==> src/serial_rx_pkg.sv <==
// Constants shared by the asynchronous serial receiver and its helpers.
// Assumes a single 250 MHz clock; the oversampling tick is made inside.
// Overview of operation
// - Full-duplex asynchronous NRZ link, one start, 8 or 9 data, stop bit.
// - Receiver runs only while the receiver enable bit 1 is set.
// - Input pin sampled at sixteen times the bit rate per bit.
// - Start seen on a low sample after three consecutive high samples.
// - Frame format field bits 2-3 selects data, parity and stop layout.
// - Bit 4 picks parity, zero odd one even; else ninth data bit.
// - Baud field bits 5-7 selects 600 to 38400 baud; code 111 unused.
// - Three samples per bit, majority taken; disagreement sets noise flag.
// - Noisy bit does not abort the frame; character still accepted.
// - Nine bit periods after start, ten for ninth bit, two stop, parity.
// - Framing error set on parity failure or missing stop bit.
// - Ten consecutive low bits signal a break and an interrupt request.
// - On stop, character with ninth bit loads holding buffer; full set.
// - Loading also captures that character's framing and noise flags.
// - Reading input register 18 returns character and clears full flag.
// - Character completing while full sets overrun, buffer left unchanged.
// - Bit recovery runs on the sample tick, buffer on the master clock.
package serial_rx_pkg;
  localparam logic [7:0] CONFIG_ADDR = 8'h14;
  localparam logic [7:0] DATA_ADDR = 8'h12;
  localparam logic [7:0] STATUS_ADDR = 8'h13;
  localparam logic [7:0] CONFIG_RESET = 8'h00;
  localparam int RE_BIT = 1;
  localparam int FMT_LO = 2;
  localparam int NINTH_BIT = 4;
  localparam int BAUD_LO = 5;
  localparam logic [1:0] FMT_8N1 = 2'b00;
  localparam logic [1:0] FMT_8N2 = 2'b01;
  localparam logic [1:0] FMT_8P1 = 2'b10;
  localparam logic [1:0] FMT_9N1 = 2'b11;
  localparam logic [2:0] BAUD_UNUSED = 3'b111;
  // Status bit positions
  localparam int ST_FULL = 0;
  localparam int ST_OVR = 1;
  localparam int ST_NOISE = 2;
  localparam int ST_FRAME = 3;
  localparam int ST_BREAK = 4;
  localparam int CLOCK_HZ = 250000000;
  localparam int BASE_BAUD = 600;
  localparam int OVERSAMPLE = 16;
  // Cycles per sample tick at 600 baud, halved per code step
  localparam int BASE_DIV = CLOCK_HZ / (BASE_BAUD * OVERSAMPLE);
  localparam logic [3:0] SAMPLE_LAST = 4'hf;
  localparam logic [3:0] VOTE_A = 4'h7;
  localparam logic [3:0] VOTE_B = 4'h8;
  localparam logic [3:0] VOTE_C = 4'h9;
  localparam logic [3:0] BITS_SHORT = 4'h9;
  localparam logic [3:0] BITS_LONG = 4'ha;
  localparam logic [3:0] BREAK_BITS = 4'ha;
  localparam int FIFO_DEPTH = 8;
  localparam int WORD_W = 11;
endpackage : serial_rx_pkg

==> src/rx_sync.sv <==
// Two flip-flop synchroniser for one level.
// Assumes input is asynchronous to clock_i.
`timescale 1ns/1ps
module rx_sync
(
  input wire logic clock_i,
  input wire logic rst_i,
  input wire logic async_i,
  output logic sync_o
);
  logic meta_q;
  // Idle line level is high
  always_ff @(posedge clock_i or posedge rst_i)
  begin
    if (rst_i)
    begin
      meta_q <= 1'b1;
      sync_o <= 1'b1;
    end
    else
    begin
      meta_q <= async_i;
      sync_o <= meta_q;
    end
  end
endmodule : rx_sync

==> src/rx_fifo.sv <==
// Parameterised synchronous FIFO with valid and ready on both sides.
// Assumes one clock for both sides.
`timescale 1ns/1ps
module rx_fifo
#(
  parameter int WIDTH = 11,
  parameter int DEPTH = 8
)
(
  input wire logic clock_i,
  input wire logic rst_i,
  input wire logic in_valid_i,
  output logic in_ready_o,
  input wire logic [WIDTH-1:0] in_data_i,
  output logic out_valid_o,
  input wire logic out_ready_i,
  output logic [WIDTH-1:0] out_data_o
);
  localparam int AW = $clog2(DEPTH);
  logic [WIDTH-1:0] mem_q [DEPTH];
  logic [AW-1:0] wr_q;
  logic [AW-1:0] rd_q;
  logic [AW:0] count_q;
  logic push;
  logic pop;
  // Handshake terms
  assign in_ready_o = (count_q != (AW+1)'(DEPTH));
  assign out_valid_o = (count_q != '0);
  assign push = in_valid_i && in_ready_o;
  assign pop = out_valid_o && out_ready_i;
  assign out_data_o = mem_q[rd_q];
  // Storage
  always_ff @(posedge clock_i)
  begin
    if (push)
      mem_q[wr_q] <= in_data_i;
  end
  // Pointers and fill count
  always_ff @(posedge clock_i or posedge rst_i)
  begin
    if (rst_i)
    begin
      wr_q <= '0;
      rd_q <= '0;
      count_q <= '0;
    end
    else
    begin
      if (push)
        wr_q <= (wr_q == AW'(DEPTH-1)) ? '0 : wr_q + 1'b1;
      if (pop)
        rd_q <= (rd_q == AW'(DEPTH-1)) ? '0 : rd_q + 1'b1;
      count_q <= count_q + (AW+1)'(push) - (AW+1)'(pop);
    end
  end
endmodule : rx_fifo

==> src/async_serial_receiver.sv <==
// Receive half of the serial interface: bit recovery and holding buffer.
// Assumes core register access by address with write and read strobes.
`timescale 1ns/1ps
module async_serial_receiver
(
  input wire logic clock_i,
  input wire logic rst_i,
  input wire logic serial_input_pin_i,
  input wire logic [7:0] reg_addr_i,
  input wire logic reg_write_i,
  input wire logic [7:0] reg_wdata_i,
  input wire logic reg_read_i,
  output logic [7:0] reg_rdata_o,
  output logic [7:0] serial_line_config_o,
  output logic parity_or_ninth_bit_o,
  output logic break_irq_o
);
  import serial_rx_pkg::*;

  // Bit recovery states: waiting, start bit, data and stop bits
  typedef enum logic [1:0] {IDLE, START, DATA} rx_state_type;

  logic [7:0] cfg_q;
  logic rx_s;
  logic [19:0] div_q;
  logic [19:0] div_limit;
  logic tick_q;
  rx_state_type state_q;
  logic [2:0] hist_q;
  logic [3:0] phase_q;
  logic [3:0] bit_q;
  logic [3:0] bits_needed;
  logic [9:0] shift_q;
  logic [2:0] votes_q;
  logic noise_acc_q;
  logic [3:0] low_run_q;
  logic done_q;
  logic [WORD_W-1:0] done_word_q;
  logic fifo_ready;
  logic fifo_valid;
  logic [WORD_W-1:0] fifo_word;
  logic pop_q;
  logic [8:0] hold_q;
  logic full_q;
  logic ovr_q;
  logic noise_q;
  logic frame_q;
  logic brk_q;
  logic receiver_enable;
  logic [1:0] fmt;
  logic [2:0] baud_rate_select;
  logic majority;
  logic disagree;
  logic last_bit;
  logic parity_bad;
  logic stop_bad;
  logic read_data;
  logic read_status;

  // ---------------------------------------------------------------
  // Configuration register
  // ---------------------------------------------------------------
  assign receiver_enable = cfg_q[RE_BIT];
  assign fmt = cfg_q[FMT_LO +: 2];
  assign baud_rate_select = cfg_q[BAUD_LO +: 3];
  assign read_data = reg_read_i && (reg_addr_i == DATA_ADDR);
  assign read_status = reg_read_i && (reg_addr_i == STATUS_ADDR);

  // Core writes of the line configuration
  always_ff @(posedge clock_i or posedge rst_i)
  begin
    if (rst_i)
      cfg_q <= CONFIG_RESET;
    else if (reg_write_i && reg_addr_i == CONFIG_ADDR)
      cfg_q <= reg_wdata_i;
  end

  // Configuration mirrored for the rest of the chip
  always_ff @(posedge clock_i or posedge rst_i)
  begin
    if (rst_i)
    begin
      serial_line_config_o <= CONFIG_RESET;
      parity_or_ninth_bit_o <= 1'b0;
    end
    else
    begin
      serial_line_config_o <= cfg_q;
      parity_or_ninth_bit_o <= cfg_q[NINTH_BIT];
    end
  end

  // ---------------------------------------------------------------
  // Oversampling tick
  // ---------------------------------------------------------------
  // Pin passes two flip-flops before any logic reads it
  rx_sync u_sync
  (
    .clock_i(clock_i),
    .rst_i(rst_i),
    .async_i(serial_input_pin_i),
    .sync_o(rx_s)
  );

  // Divider halves per baud code step
  // Rates are nominal; the clock does not divide exactly
  assign div_limit = 20'((BASE_DIV >> baud_rate_select) - 1);

  // Sample tick at sixteen times the bit rate
  // Disabled or unused code stops the tick and restarts the divider
  always_ff @(posedge clock_i or posedge rst_i)
  begin
    if (rst_i)
    begin
      div_q <= '0;
      tick_q <= 1'b0;
    end
    else if (!receiver_enable || baud_rate_select == BAUD_UNUSED)
    begin
      div_q <= '0;
      tick_q <= 1'b0;
    end
    else if (div_q >= div_limit)
    begin
      div_q <= '0;
      tick_q <= 1'b1;
    end
    else
    begin
      div_q <= div_q + 1'b1;
      tick_q <= 1'b0;
    end
  end

  // ---------------------------------------------------------------
  // Bit recovery
  // ---------------------------------------------------------------
  // Frame length after start bit
  assign bits_needed = (fmt == FMT_8N1) ? BITS_SHORT : BITS_LONG;
  assign majority = (votes_q[0] & votes_q[1]) | (votes_q[0] & votes_q[2])
    | (votes_q[1] & votes_q[2]);
  assign disagree = !(votes_q[0] == votes_q[1] && votes_q[1] == votes_q[2]);
  assign last_bit = (bit_q == bits_needed);
  // Parity over eight data bits and parity bit, bit 4 picks even
  assign parity_bad = (fmt == FMT_8P1) &&
    ((^shift_q[9:1]) != !cfg_q[NINTH_BIT]);
  // Stop bit must be high, and the first of two stop bits too
  assign stop_bad = !majority ||
    ((fmt == FMT_8N2) && !shift_q[9]);

  // Sample state machine, stepped by the tick
  always_ff @(posedge clock_i or posedge rst_i)
  begin
    if (rst_i)
    begin
      state_q <= IDLE;
      hist_q <= '0;
      phase_q <= '0;
      bit_q <= '0;
      shift_q <= '0;
      votes_q <= '0;
      noise_acc_q <= 1'b0;
      done_q <= 1'b0;
      done_word_q <= '0;
    end
    else
    begin
      done_q <= 1'b0;
      if (!receiver_enable)
      begin
        state_q <= IDLE;
        hist_q <= '0;
      end
      else if (tick_q)
      begin
        case (state_q)
          IDLE:
          begin
            // Shift in the line, look for three highs then a low
            hist_q <= {hist_q[1:0], rx_s};
            if (hist_q == 3'b111 && !rx_s)
            begin
              state_q <= START;
              phase_q <= 4'h1;
              noise_acc_q <= 1'b0;
            end
          end
          START:
          begin
            // Let the rest of the start bit pass
            phase_q <= phase_q + 1'b1;
            if (phase_q == SAMPLE_LAST)
            begin
              state_q <= DATA;
              bit_q <= 4'h1;
              phase_q <= '0;
            end
          end
          DATA:
          begin
            // Three votes near the middle of the bit
            phase_q <= phase_q + 1'b1;
            if (phase_q == VOTE_A)
              votes_q[0] <= rx_s;
            if (phase_q == VOTE_B)
              votes_q[1] <= rx_s;
            if (phase_q == VOTE_C)
              votes_q[2] <= rx_s;
            // Bit done: keep the vote and count the bit
            if (phase_q == SAMPLE_LAST)
            begin
              noise_acc_q <= noise_acc_q | disagree;
              bit_q <= bit_q + 1'b1;
              shift_q <= {majority, shift_q[9:1]};
              // Last bit: hand over the word and its flags
              if (last_bit)
              begin
                state_q <= IDLE;
                hist_q <= '0;
                done_q <= 1'b1;
                done_word_q <= {noise_acc_q | disagree,
                  parity_bad | stop_bad,
                  (fmt == FMT_9N1) ? shift_q[9] : cfg_q[NINTH_BIT],
                  (fmt == FMT_8N1) ? shift_q[9:2] : shift_q[8:1]};
              end
            end
          end
          default: state_q <= IDLE;
        endcase
      end
    end
  end

  // Run of low bits for break detection
  always_ff @(posedge clock_i or posedge rst_i)
  begin
    if (rst_i)
    begin
      low_run_q <= '0;
      brk_q <= 1'b0;
    end
    else
    begin
      // Status read clears the flag; a break seen now still wins
      if (read_status)
        brk_q <= 1'b0;
      if (tick_q && state_q == DATA && phase_q == SAMPLE_LAST)
      begin
        if (majority)
          low_run_q <= '0;
        else if (low_run_q != BREAK_BITS - 4'h2)
          low_run_q <= low_run_q + 1'b1;
        else
          brk_q <= 1'b1;
      end
      else if (state_q == IDLE && rx_s)
        low_run_q <= '0;
    end
  end

  // ---------------------------------------------------------------
  // Character FIFO and holding buffer
  // ---------------------------------------------------------------
  rx_fifo
  #(
    .WIDTH(WORD_W),
    .DEPTH(FIFO_DEPTH)
  )
  u_fifo
  (
    .clock_i(clock_i),
    .rst_i(rst_i),
    .in_valid_i(done_q),
    .in_ready_o(fifo_ready),
    .in_data_i(done_word_q),
    .out_valid_o(fifo_valid),
    .out_ready_i(pop_q),
    .out_data_o(fifo_word)
  );

  // Drain pulse, one word per cycle at most
  // The FIFO drains at once, so each word meets the buffer as it lands
  assign pop_q = fifo_valid;

  // Holding buffer and its flags, event wins over clear
  always_ff @(posedge clock_i or posedge rst_i)
  begin
    if (rst_i)
    begin
      hold_q <= '0;
      full_q <= 1'b0;
      ovr_q <= 1'b0;
      noise_q <= 1'b0;
      frame_q <= 1'b0;
    end
    else
    begin
      // Data read empties the buffer; a word arriving now refills it
      if (read_data)
      begin
        full_q <= 1'b0;
        ovr_q <= 1'b0;
      end
      // Full and not read now: keep the old word, flag the loss
      if (pop_q && full_q && !read_data)
        ovr_q <= 1'b1;
      else if (pop_q || (done_q && !fifo_ready))
      begin
        hold_q <= fifo_word[8:0];
        frame_q <= fifo_word[9];
        noise_q <= fifo_word[10];
        full_q <= 1'b1;
      end
    end
  end

  // ---------------------------------------------------------------
  // Read port and interrupt
  // ---------------------------------------------------------------
  always_ff @(posedge clock_i or posedge rst_i)
  begin
    if (rst_i)
    begin
      reg_rdata_o <= '0;
      break_irq_o <= 1'b0;
    end
    else
    begin
      // Interrupt request mirrors the break flag
      break_irq_o <= brk_q;
      // Read data follows the address one cycle later
      case (reg_addr_i)
        DATA_ADDR: reg_rdata_o <= hold_q[7:0];
        STATUS_ADDR: reg_rdata_o <= {3'h0, brk_q, frame_q, noise_q,
          ovr_q, full_q};
        CONFIG_ADDR: reg_rdata_o <= cfg_q;
        default: reg_rdata_o <= '0;
      endcase
    end
  end
endmodule : async_serial_receiver

==> config.mk <==
export PLATFORM = sky130hd
export DESIGN_NAME = async_serial_receiver
export DESIGN_NICKNAME = d
export VERILOG_FILES = /design/src/serial_rx_pkg.sv /design/src/rx_sync.sv /design/src/rx_fifo.sv /design/src/async_serial_receiver.sv
export SDC_FILE = /design/constraint.sdc
export NUM_CORES = 1
export LEC_CHECK = 0
export BUFFER_PORTS_ARGS = -buffer_cell sky130_fd_sc_hd__buf_2
export CAP_MARGIN = 40
export CORE_MARGIN = 3
export CORE_UTILIZATION = 50
export CTS_CLUSTER_DIAMETER = 30
export DETAILED_ROUTE_END_ITERATION = 10
export PLACE_DENSITY = 0.76
export SETUP_SLACK_MARGIN = 0.5
export SYNTH_ARGS = -nofsm -noshare
export SYNTH_HDL_FRONTEND = slang
export SYNTH_HIERARCHICAL = 1
export SYNTH_SLANG_ARGS = --single-unit
==> constraint.sdc <==
create_clock -name clock_i -period 3.3 [get_ports clock_i]
set_input_delay 0.66 -clock clock_i [delete_from_list [all_inputs] [get_ports clock_i]]
set_output_delay 0.66 -clock clock_i [all_outputs]
set_load 0.01 [all_outputs]
# Word level (Yosys, flattened, before mapping)
# Memory sizes are Yosys's and may differ from the RTL's. A register that Yosys moved wholly into a read port is not among the register bits.
# Index checks and enable logic that the tools add are counted.
[word_totals] reg_bits=105 latchBits=0 ramBits=88 mem_bits_ro=0 inputBits=21 output_inout_bits=18 wordCells=176 n_memories=1
[classes] addsub=9 multipliers=0 n_div=0 magnitude_cmp=1 eq_ne=32 shift=1 muxes=51 bitwise_logic=8 reduce_logical=46
[memory_table] name="u_fifo.mem_q" depth=8 width=11 rd=1 rd_clocked_by_memory_dff=1 write_ports=1 line="rx_fifo.sv:20" source="logic [WIDTH-1:0] mem_q [DEPTH];"
[op_table] operator="$mux 20" n=2
[op_table] operator="$mux 4" n=8
[op_table] operator="$eq 8x5->1 const B" n=3
[op_table] operator="$pmux 8 s3" n=1
[op_table] operator="$reduce_and 4->1" n=6
[op_table] operator="$mux 1" n=21
[op_table] operator="$add 20x1->20 const B" n=1
[op_table] operator="$ge 20x20->1" n=1
[op_table] operator="$reduce_and 5->1" n=4
[op_table] operator="$shr 15x3->20 const A" n=1
[op_table] operator="$sub 20x2->20 const B" n=1
[op_table] operator="$mux 3" n=6
[op_table] operator="$logic_and 1x1->1" n=14
[op_table] operator="$mux 2" n=7
[op_table] operator="$add 4x1->4 const B" n=3
[op_table] operator="$eq 3x3->1 const B" n=4
[op_table] operator="$eq 4x4->1 const B" n=3
[op_table] operator="$pmux 4 s3" n=1
[op_table] operator="$ne 3x3->1 const B" n=3
[op_table] operator="$reduce_xor 9->1" n=1
[op_table] operator="$logic_not 1->1" n=8
[op_table] operator="$mux 8" n=1
[op_table] operator="$ne 4x4->1 const B" n=2
[op_table] operator="$pmux 4 s2" n=1
[op_table] operator="25 further kinds" n=45

# Depth between registers and ports, before layout
# Gate-level depths: netlist (run 1).
[logic_depth] word_depth=8 ltp_mapped=17 depth_no_buf=15

# Hierarchy
# Netlist (run 1), hierarchy kept.
[modules_own_cells] module="async_serial_receiver" n_inst=1 cells_each=513 area_per_inst_um2=5382.7 seq_area_each_um2=2527.4
[modules_own_cells] module="rx_fifo" n_inst=1 cells_each=184 area_per_inst_um2=3997.6 seq_area_each_um2=2892.8
[modules_own_cells] module="rx_sync" n_inst=1 cells_each=3 area_per_inst_um2=56.3 seq_area_each_um2=52.6

# Worst setup path before layout (run 1)
# No wires, ideal clock.
[synth_timing] kind="reg-to-reg" start="register cfg_q[6]" end="register div_q[16]" setup_time_ps=72 arrival_time_ps=3238 required_time_ps=3228 slack_ps=-10 path_stages_with_launch=17 n_path_buf=2 synth_period_minus_slack_ps=3310 cell_sequence="dfrtp_1 > inv_1 > ha_1 > nand2_1 > nand2_1 > ha_1 > o221ai_1 > o21ai_0 > a22oi_1 > ha_1 > a21o_1 > a21oi_1 > o2111ai_1 > or4b_1 > buf_2 > buf_6 > nor2_1"
[synth_via] elab_chain_cells=5 elab_cells_between_ends=7 cone_classes="1 x add/sub; 1 x order compare; 1 x eq/ne; 1 x shift; 2 x mux; 1 x reduce/logical"
[synth_rtl] item="start: declaration" line="async_serial_receiver.sv:23" source="logic [7:0] cfg_q;"
[synth_rtl] item="start signal: assignment" line="async_serial_receiver.sv:75" source="cfg_q <= reg_wdata_i;"
[synth_rtl] item="$shr 15x3->20" line="async_serial_receiver.sv:107" source="assign div_limit = 20'((BASE_DIV >> baud_rate_select) - 1);"
[synth_rtl] item="$sub 20x2->20" line="async_serial_receiver.sv:107"
[synth_rtl] item="$ge 20x20->1" line="async_serial_receiver.sv:123" source="else if (div_q >= div_limit)"
[synth_rtl] item="$mux 20" line="async_serial_receiver.sv:123"
[synth_rtl] item="$mux 20 (*)" line="async_serial_receiver.sv:118" source="else if (!receiver_enable || baud_rate_select == BAUD_UNUSED)"
[synth_rtl] item="end signal: assignment" line="async_serial_receiver.sv:130" source="div_q <= div_q + 1'b1;"
[synth_rtl] item="end: declaration" line="async_serial_receiver.sv:25" source="logic [19:0] div_q;"
# Every way passes the cells marked *; elsewhere a longest branch is shown, timed or not.
# A chain may end at the register's enable or synchronous reset.

# Worst setup path in the final report (run 1)
[layout_timing] start="register cfg_q[6]" end="register div_q[13]"
# Same word-level chain as after synthesis.

==> reports/results.tsv, run 1 <==
stage	metric	value	unit
die	Site Rows	48	
critical_path	reg2reg end	div_q[13]	
critical_path	Worst setup SP type	flop	
cells_and_area	share of cells above drive strength 1	27.5	%
critical_path	worst-path fanout max	8	
clocking	Clock Sinks	192	
power	P_leak	4.22	nW
power	P_int	3.71	mW
cells_and_area	# diodes	0	
clocking	H-tree depth	4	
clocking	clock latency at the later pin of the worst-skew pair	0.44	ns
placed_design	Placed Area	9720	um^2
timing	Final Cycle Share	97.3	%
logic_synthesis	Mapped Cells	684	
flow_run	max cap viols	0	
die	core area	17500	um^2
routing	vias per cell	5.83	
logic_synthesis	post-synthesis instance area	9090	um^2
power	total power	4.74	mW
cells_and_area	fin area	10700	um^2
global_route	vias in the first global route	5986	
clocking	CTS Buffer Depth	2	
run_status	status	finished clean	
logic_synthesis	Synth Warn #	6	
clocking	Reg clk slew, reported paths	0.07	ns
clocking	cts-stage hold buffer count	0	
routing	total wire length	19400	um
clocking	CTS buffer count	17	
global_route	global route overflow	0	
critical_path	WP data required	3.67	ns
power	Net Sw Frac	21.7	%
routing	DRC errors left	0	
critical_path	data arrival time of the critical path	3.58	ns
power	Seq pwr share	52.9	%
clocking	CTS root buffer	clkbuf_16	
routing	vias	5830	
die	die area	19800	um^2
cells_and_area	layout overhead on the synthesized area	17.4	%
power	Pwr Density	444	nW/um^2
routing	drt wl/cell	19.4	um
routing	drt first pass iters	7	
critical_path	FF-to-FF setup slack	0.09	ns
power	Worst VDD drop	0.441	mV
cells_and_area	fillers	1245	
timing	fin. max-slew vios	0	
timing	setup TNS	0	ns
timing	Final Hold Fails	0	
logic_synthesis	Synth Area per Inst	13.3	um^2
cells_and_area	final core occ	60.8	%
placed_design	HPWL after DPL	12700	um
timing	Max transition margin	40.8	%
critical_path	WS Path Type	reg -> reg	
global_route	total track usage	20.3	%
global_route	global-route wire length before repair	31500	um
timing	Finish-stage setup viols	0	
global_route	initial antenna violation count	0	
placed_design	GP Congestion	0.884	
power	share of total power in combinational logic	4.9	%
die	Die X	141	um
routing	starting DRC count in detailed routing	388	
timing	fin crit period	3.21	ns
clocking	CTS tree	done	
critical_path	R2R Path Start	cfg_q[6]	
cells_and_area	Final nets	832	
critical_path	FF-to-FF path depth	17	
timing	clk_skew	0.0101	ns
power	Psw	1.03	mW
routing	antenna-violating nets left	0	
global_route	largest net degree at the start of global routing	41	
die	initial core utilization	51.8	%
placed_design	IO buf count	38	
die	IO Count	39	
timing	RSZ-0062 raised after global routing	yes	
power	clock share of power	42.3	%
timing	Max Clock Freq	311	MHz
die	Die H	141	um
hold_path	worst min path class	in -> async	
timing	worst slew pin tran	0.888	ns
critical_path	crit end category	flop	
power groups by stage:
| stage | registers [mW] | logic (mW) | clock network (mW) |
|---|---|---|---|
| 2_1_floorplan | 2.55 | 0.126 | 0 |
| 3_3_place_gp | 2.55 | 0.182 | 0 |
| 3_5_place_dp | 2.56 | 0.189 | 0 |
| 4_1_cts | 2.51 | 0.212 | 2.04 |
| 5_1_grt | 2.51 | 0.254 | 2.11 |
| 6_report | 2.51 | 0.232 | 2.00 |
critical path: stages (launching register included):
cell and delay [ns]:
dfrtp_2 0.43, clkinv_4 0.10, buf_4 0.15, ha_4 0.16, nand2_1 0.13, o21ai_4 0.10
ha_4 0.18, o221ai_4 0.08, o21ai_2 0.09, o21ai_1 0.13, a22oi_2 0.13, ha_4 0.17
a21o_1 0.18, a21oi_2 0.14, o2111ai_2 0.12, or4b_4 0.60, buf_12 0.18, nor2_4 0.09
flip-flops by register name, indices dropped and copies added (netlist names), 2 cells and up:
name,cells
serial_line_config_o,8
done_word_q,10
hist_q,3
state_q,2
votes_q,3
hold_q,8
cfg_q,8
div_q,20
u_fifo/wr_q,3
low_run_q,4
reg_rdata_o,8
u_fifo/mem_q,80
u_fifo/count_q,4
shift_q,9
bit_q,4
phase_q,4
u_fifo/rd_q,3
how the worst max path moves through the flow:
stage / to / from
finish: div_q[13] / cfg_q[6]
global route: div_q[13] / cfg_q[6]
CTS: div_q[12] / cfg_q[6]
detailed placement: div_q[2] / cfg_q[5]
global placement: div_q[4] / cfg_q[5]
floorplan: div_q[16] / cfg_q[5]
area by class of cell:
cell class / instances / area, um^2 / share of cell area (%)
well taps: 225 / 282 / 2.64
inverters: 31 / 131 / 1.23
flip-flops and latches: 192 / 5210 / 48.8
clock inverters: 11 / 133 / 1.24
multi-input cells: 445 / 3960 / 37.2
repair buffers: 75 / 508 / 4.76
clock buffers: 21 / 440 / 4.13
cells in the final DEF (no fill, tap or decap), types with 4 or more instances in the layout:
master,count
a21boi_0,4
a21o_1,4
a21oi_1,24
and3_1,8
buf_2,38
buf_4,31
buf_6,4
clkbuf_1,4
clkbuf_16,17
clkinv_4,4
clkinvlp_4,4
dfrtp_1,107
edfxtp_1,80
ha_1,39
ha_2,4
ha_4,5
inv_1,27
mux2_2,45
mux2i_1,12
mux4_1,18
nand2_1,56
nand2b_1,12
nand3_1,16
nor2_1,32
nor2_4,8
nor2b_1,7
nor3_1,7
o21a_1,4
o21ai_0,28
xnor2_1,16
xor2_1,14
per-layer routing:
metal	global-route usage [%]	routed length [um]	vias up
met5	0	0	-
met4	6.43	323	0
met3	4.65	1080	38
met2	34.8	9800	184
met1	25.8	8250	2939
li1	-	-	2669
repair_timing:
action / CTS / global route
endpoints found under the setup margin: 18 / 18
pin swaps: 23 / 7
buffers inserted: 11 / 5
resized for setup: 34 / 22
gates cloned: 1 / 0
per-stage QoR:
step | setup slack, ns | instances | hold slack [ns]
after floorplan | 0.301 | 686 | 0.345
after global placement | 0.142 | 950 | 0.346
after detailed placement | 0.0136 | 950 | 0.348
after CTS | 0.214 | 994 | 0.281
after global routing | 0.0340 | 1000 | 0.306
final | 0.0890 | 1000 | 0.281
No activity file was read; power rests on OpenSTA's default activity.
==> run 2: changes to the inputs <==
- PLACE_DENSITY: 0.76 -> 0.74
- SYNTH_HIERARCHICAL: 1 -> default
- clock period: 3.3 -> 3.94 ns (I/O delays scaled with it)
==> run 2 against run 1 <==
Compared with the run above: critical endpoint is now tick_q; first-iteration DRC count grew 68%; utilization down 1.3 points; highest routed layer is now met5; synthesized area rose by 0.80%; total power down 16%; worst hold slack better by 0.080 ns; flip-flop and latch count stayed put; critical path type unchanged.
==> reports/results.tsv, run 2 <==
stage	metric	value	unit
routing	vias per cell	5.86	
global_route	initial antenna violation count	1	
timing	Max transition margin	47.3	%
timing	fin crit period	3.30	ns
timing	Max Clock Freq	303	MHz
cells_and_area	biggest regs	u_fifo.mem_q: 80 flops, div_q: 20 flops, done_word_q: 10 flops	
critical_path	Crit path max-delay family	adder cells	
timing	Final Hold Fails	0	
power	Pwr Density	382	nW/um^2
logic_synthesis	Yosys reg bits	192	
placed_design	IO buf count	38	
clocking	CTS tree	done	
critical_path	reg2reg end	tick_q	
clocking	CTS root buffer	clkbuf_16	
critical_path	worst-path cell chain	inv_2 > ha_2 > inv_1 > o21ai_2 > ha_2 > o221ai_2 > a2bb2oi_1 > ha_1 > nand4_1 > or4_4 > o221ai_4 > buf_6 > and2_1	
routing	drt first pass iters	5	
logic_synthesis	count leader, synth	dfrtp_1	
logic_synthesis	Seq/Total Area, Yosys	56.8	%
critical_path	Worst Setup SP	cfg_q[6]	
clocking	Reg clk slew, reported paths	0.07	ns
die	Site Rows	48	
critical_path	worst-path fanout max	11	
clocking	clock latency at the later pin of the worst-skew pair	0.44	ns
cells_and_area	layout overhead on the synthesized area	14.3	%
critical_path	R2R Path Start	cfg_q[6]	
routing	starting DRC count in detailed routing	651	
placed_design	pre-CTS WS	0.202	ns
flow_run	max cap viols	0	
cells_and_area	Final nets	851	
global_route	global-route wire length before repair	32300	um
placed_design	GP Congestion	0.848	
cells_and_area	most frequent cells in the layout	108 x dfrtp_1, 80 x edfxtp_1, 62 x nand2_1	
timing	clk_skew	0.00935	ns
timing	hold slack final	0.361	ns
logic_synthesis	Synth Area per Inst	12.8	um^2
die	Die X	141	um
global_route	largest net degree at the start of global routing	113	
global_route	vias in the first global route	6134	
critical_path	crit path to	tick_q	
critical_path	CP max stage delay	0.55	ns
logic_synthesis	post-synthesis instance area	9160	um^2
clocking	Clock Sinks	192	
clocking	cts-stage hold buffer count	0	
logic_synthesis	Synth Warn #	0	
power	P_leak	4.31	nW
routing	drt wl/cell	19.5	um
placed_design	HPWL after DPL	13200	um
die	initial core utilization	52.1	%
logic_synthesis	synth cell count leaders	110 x dfrtp_1, 80 x edfxtp_1, 62 x nand2_1	
routing	vias	5946	
routing	total wire length	19800	um
cells_and_area	max FFs per register	80	
global_route	total track usage	20.7	%
die	IO Count	39	
routing	antenna-violating nets left	0	
critical_path	crit end category	flop	
critical_path	most used cell, CP	ha_2	
routing	DRC errors left	0	
cells_and_area	most common cell after layout, fill and taps aside	dfrtp_1	
critical_path	data arrival time of the critical path	3.68	ns
power	total power	4.00	mW
global_route	global route overflow	0	
logic_synthesis	Mapped Cells	715	
cells_and_area	share of cells above drive strength 1	23.4	%
die	Die H	141	um
cells_and_area	# diodes	0	
logic_synthesis	share of flip-flops with an asynchronous set or reset	58.3	%
cells_and_area	Layout Cells excl Fill	1014	
logic_synthesis	post-synth top area share	30.0	%
global_route	grt met1 use	26.4	%
timing	RSZ-0062 raised after global routing	no	
critical_path	FF-to-FF setup slack	0.64	ns
critical_path	WS Path Type	reg -> reg	
critical_path	Bufs and invs on worst path	3	
critical_path	worst-path cell with the longest stage delay	or4_4	
critical_path	FF-to-FF path depth	13	
die	core area	17600	um^2
timing	fin. max-slew vios	0	
clocking	CTS buffer count	17	
logic_synthesis	Yosys cell types	62	
clocking	CTS Buffer Depth	2	
logic_synthesis	top_reg_cell synth	dfrtp_1	
logic_synthesis	synth top area cells	dfrtp_1 30%, edfxtp_1 26%, ha_1 7.2%, mux2_2 5.2%, mux4_2 4.9%	
die	die area	20000	um^2
global_route	GRT met2 Usage	35.1	%
logic_synthesis	cell taking the most area after synthesis	dfrtp_1	
global_route	gr busiest metal	met2	
power	Worst VDD drop	0.273	mV
clocking	H-tree depth	4	
placed_design	placed insts	980	
global_route	GR Layer Usage met3	4.25	%
timing	Finish-stage setup viols	0	
cells_and_area	Reg with most FFs	u_fifo.mem_q	
timing	worst slew pin tran	0.788	ns
run_status	status	finished clean	
critical_path	Worst setup SP type	flop	
timing	setup TNS	0	ns
critical_path	Critical Path Stages	13	
timing	final worst setup slack	0.640	ns
hold_path	worst min path class	reg -> reg	
critical_path	WP data required	4.32	ns
hold_path	hold_sp	u_sync.meta_q	
logic_synthesis	number of flops mapped to enable cells by yosys	80	
timing	Final Cycle Share	83.8	%
[run 2: through the flow]
step | util (%) | area [um^2]
floorplan | - | 9190
global placement | 55.0 | 9680
detailed placement | 55.5 | 9760
CTS | 59.2 | 10400
global route | 59.5 | 10500
finish | 59.5 | 10500
[run 2: area by class of cell]
class / instances / area [um^2]
Fill cell: 1332 / 7130
Sequential cell: 192 / 5210
Multi-Input combinational cell: 473 / 3850
Clock buffer: 17 / 425
Timing Repair Buffer: 59 / 395
Tap cell: 225 / 282
Clock inverter: 15 / 181
Inverter: 33 / 128
[run 2: power by group]
group | internal (mW) | switching, mW
combinational | 0.0604 | 0.0996
clock | 0.916 | 0.829
sequential | 2.08 | 0.0142
total | 3.06 | 0.943
[run 2: worst register-to-register path, stage by stage (launching register included)]
cell       delay [ns]
dfrtp_2          0.37
inv_2            0.07
ha_2             0.40
inv_1            0.12
o21ai_2          0.18
ha_2             0.23
o221ai_2         0.14
a2bb2oi_1        0.18
ha_1             0.29
nand4_1          0.14
or4_4            0.55
o221ai_4         0.23
buf_6            0.19
and2_1           0.13
[run 2: cell families (layout without fill, tap and decap cells)]
logic type               after synthesis  after routing  synth area share, %
AND/OR/NAND/NOR                      202            202                 11.2
flip-flops                           192            192                 56.8
AO/OA/AOI/OAI                        106            106                 7.66
multiplexers                          71             71                 11.1
adder cells (fa/ha/maj)               54             54                 7.46
buffers and inverters                 54            124                 2.27
XOR/XNOR                              35             35                 3.50
other                                  1              5               0.0409
[run 2: what timing repair did]
action | CTS | global route
gates resized for setup | 8 | 15
setup endpoints to repair | 21 | 21
buffers inserted | 1 | 0
pin swaps | 0 | 2
gates cloned | 1 | 0
[run 2: metal layers]
metal	share of wire (%)	wire length, um	vias up
met1	43	8430	2998
met4	2.7	530	2
met3	4.1	803	44
met5	0.035	7	-
met2	51	9990	162
li1	-	-	2740
[run 2: how the worst min path moves through the flow]
stage | to | slack [ns] | cells after the start
floorplan | u_sync.sync_o | 0.35 | 0
global placement | u_sync.sync_o | 0.35 | 0
detailed placement | u_sync.sync_o | 0.35 | 0
CTS | u_sync.sync_o | 0.36 | 0
global route | u_sync.sync_o | 0.37 | 0
finish | u_sync.sync_o | 0.36 | 0
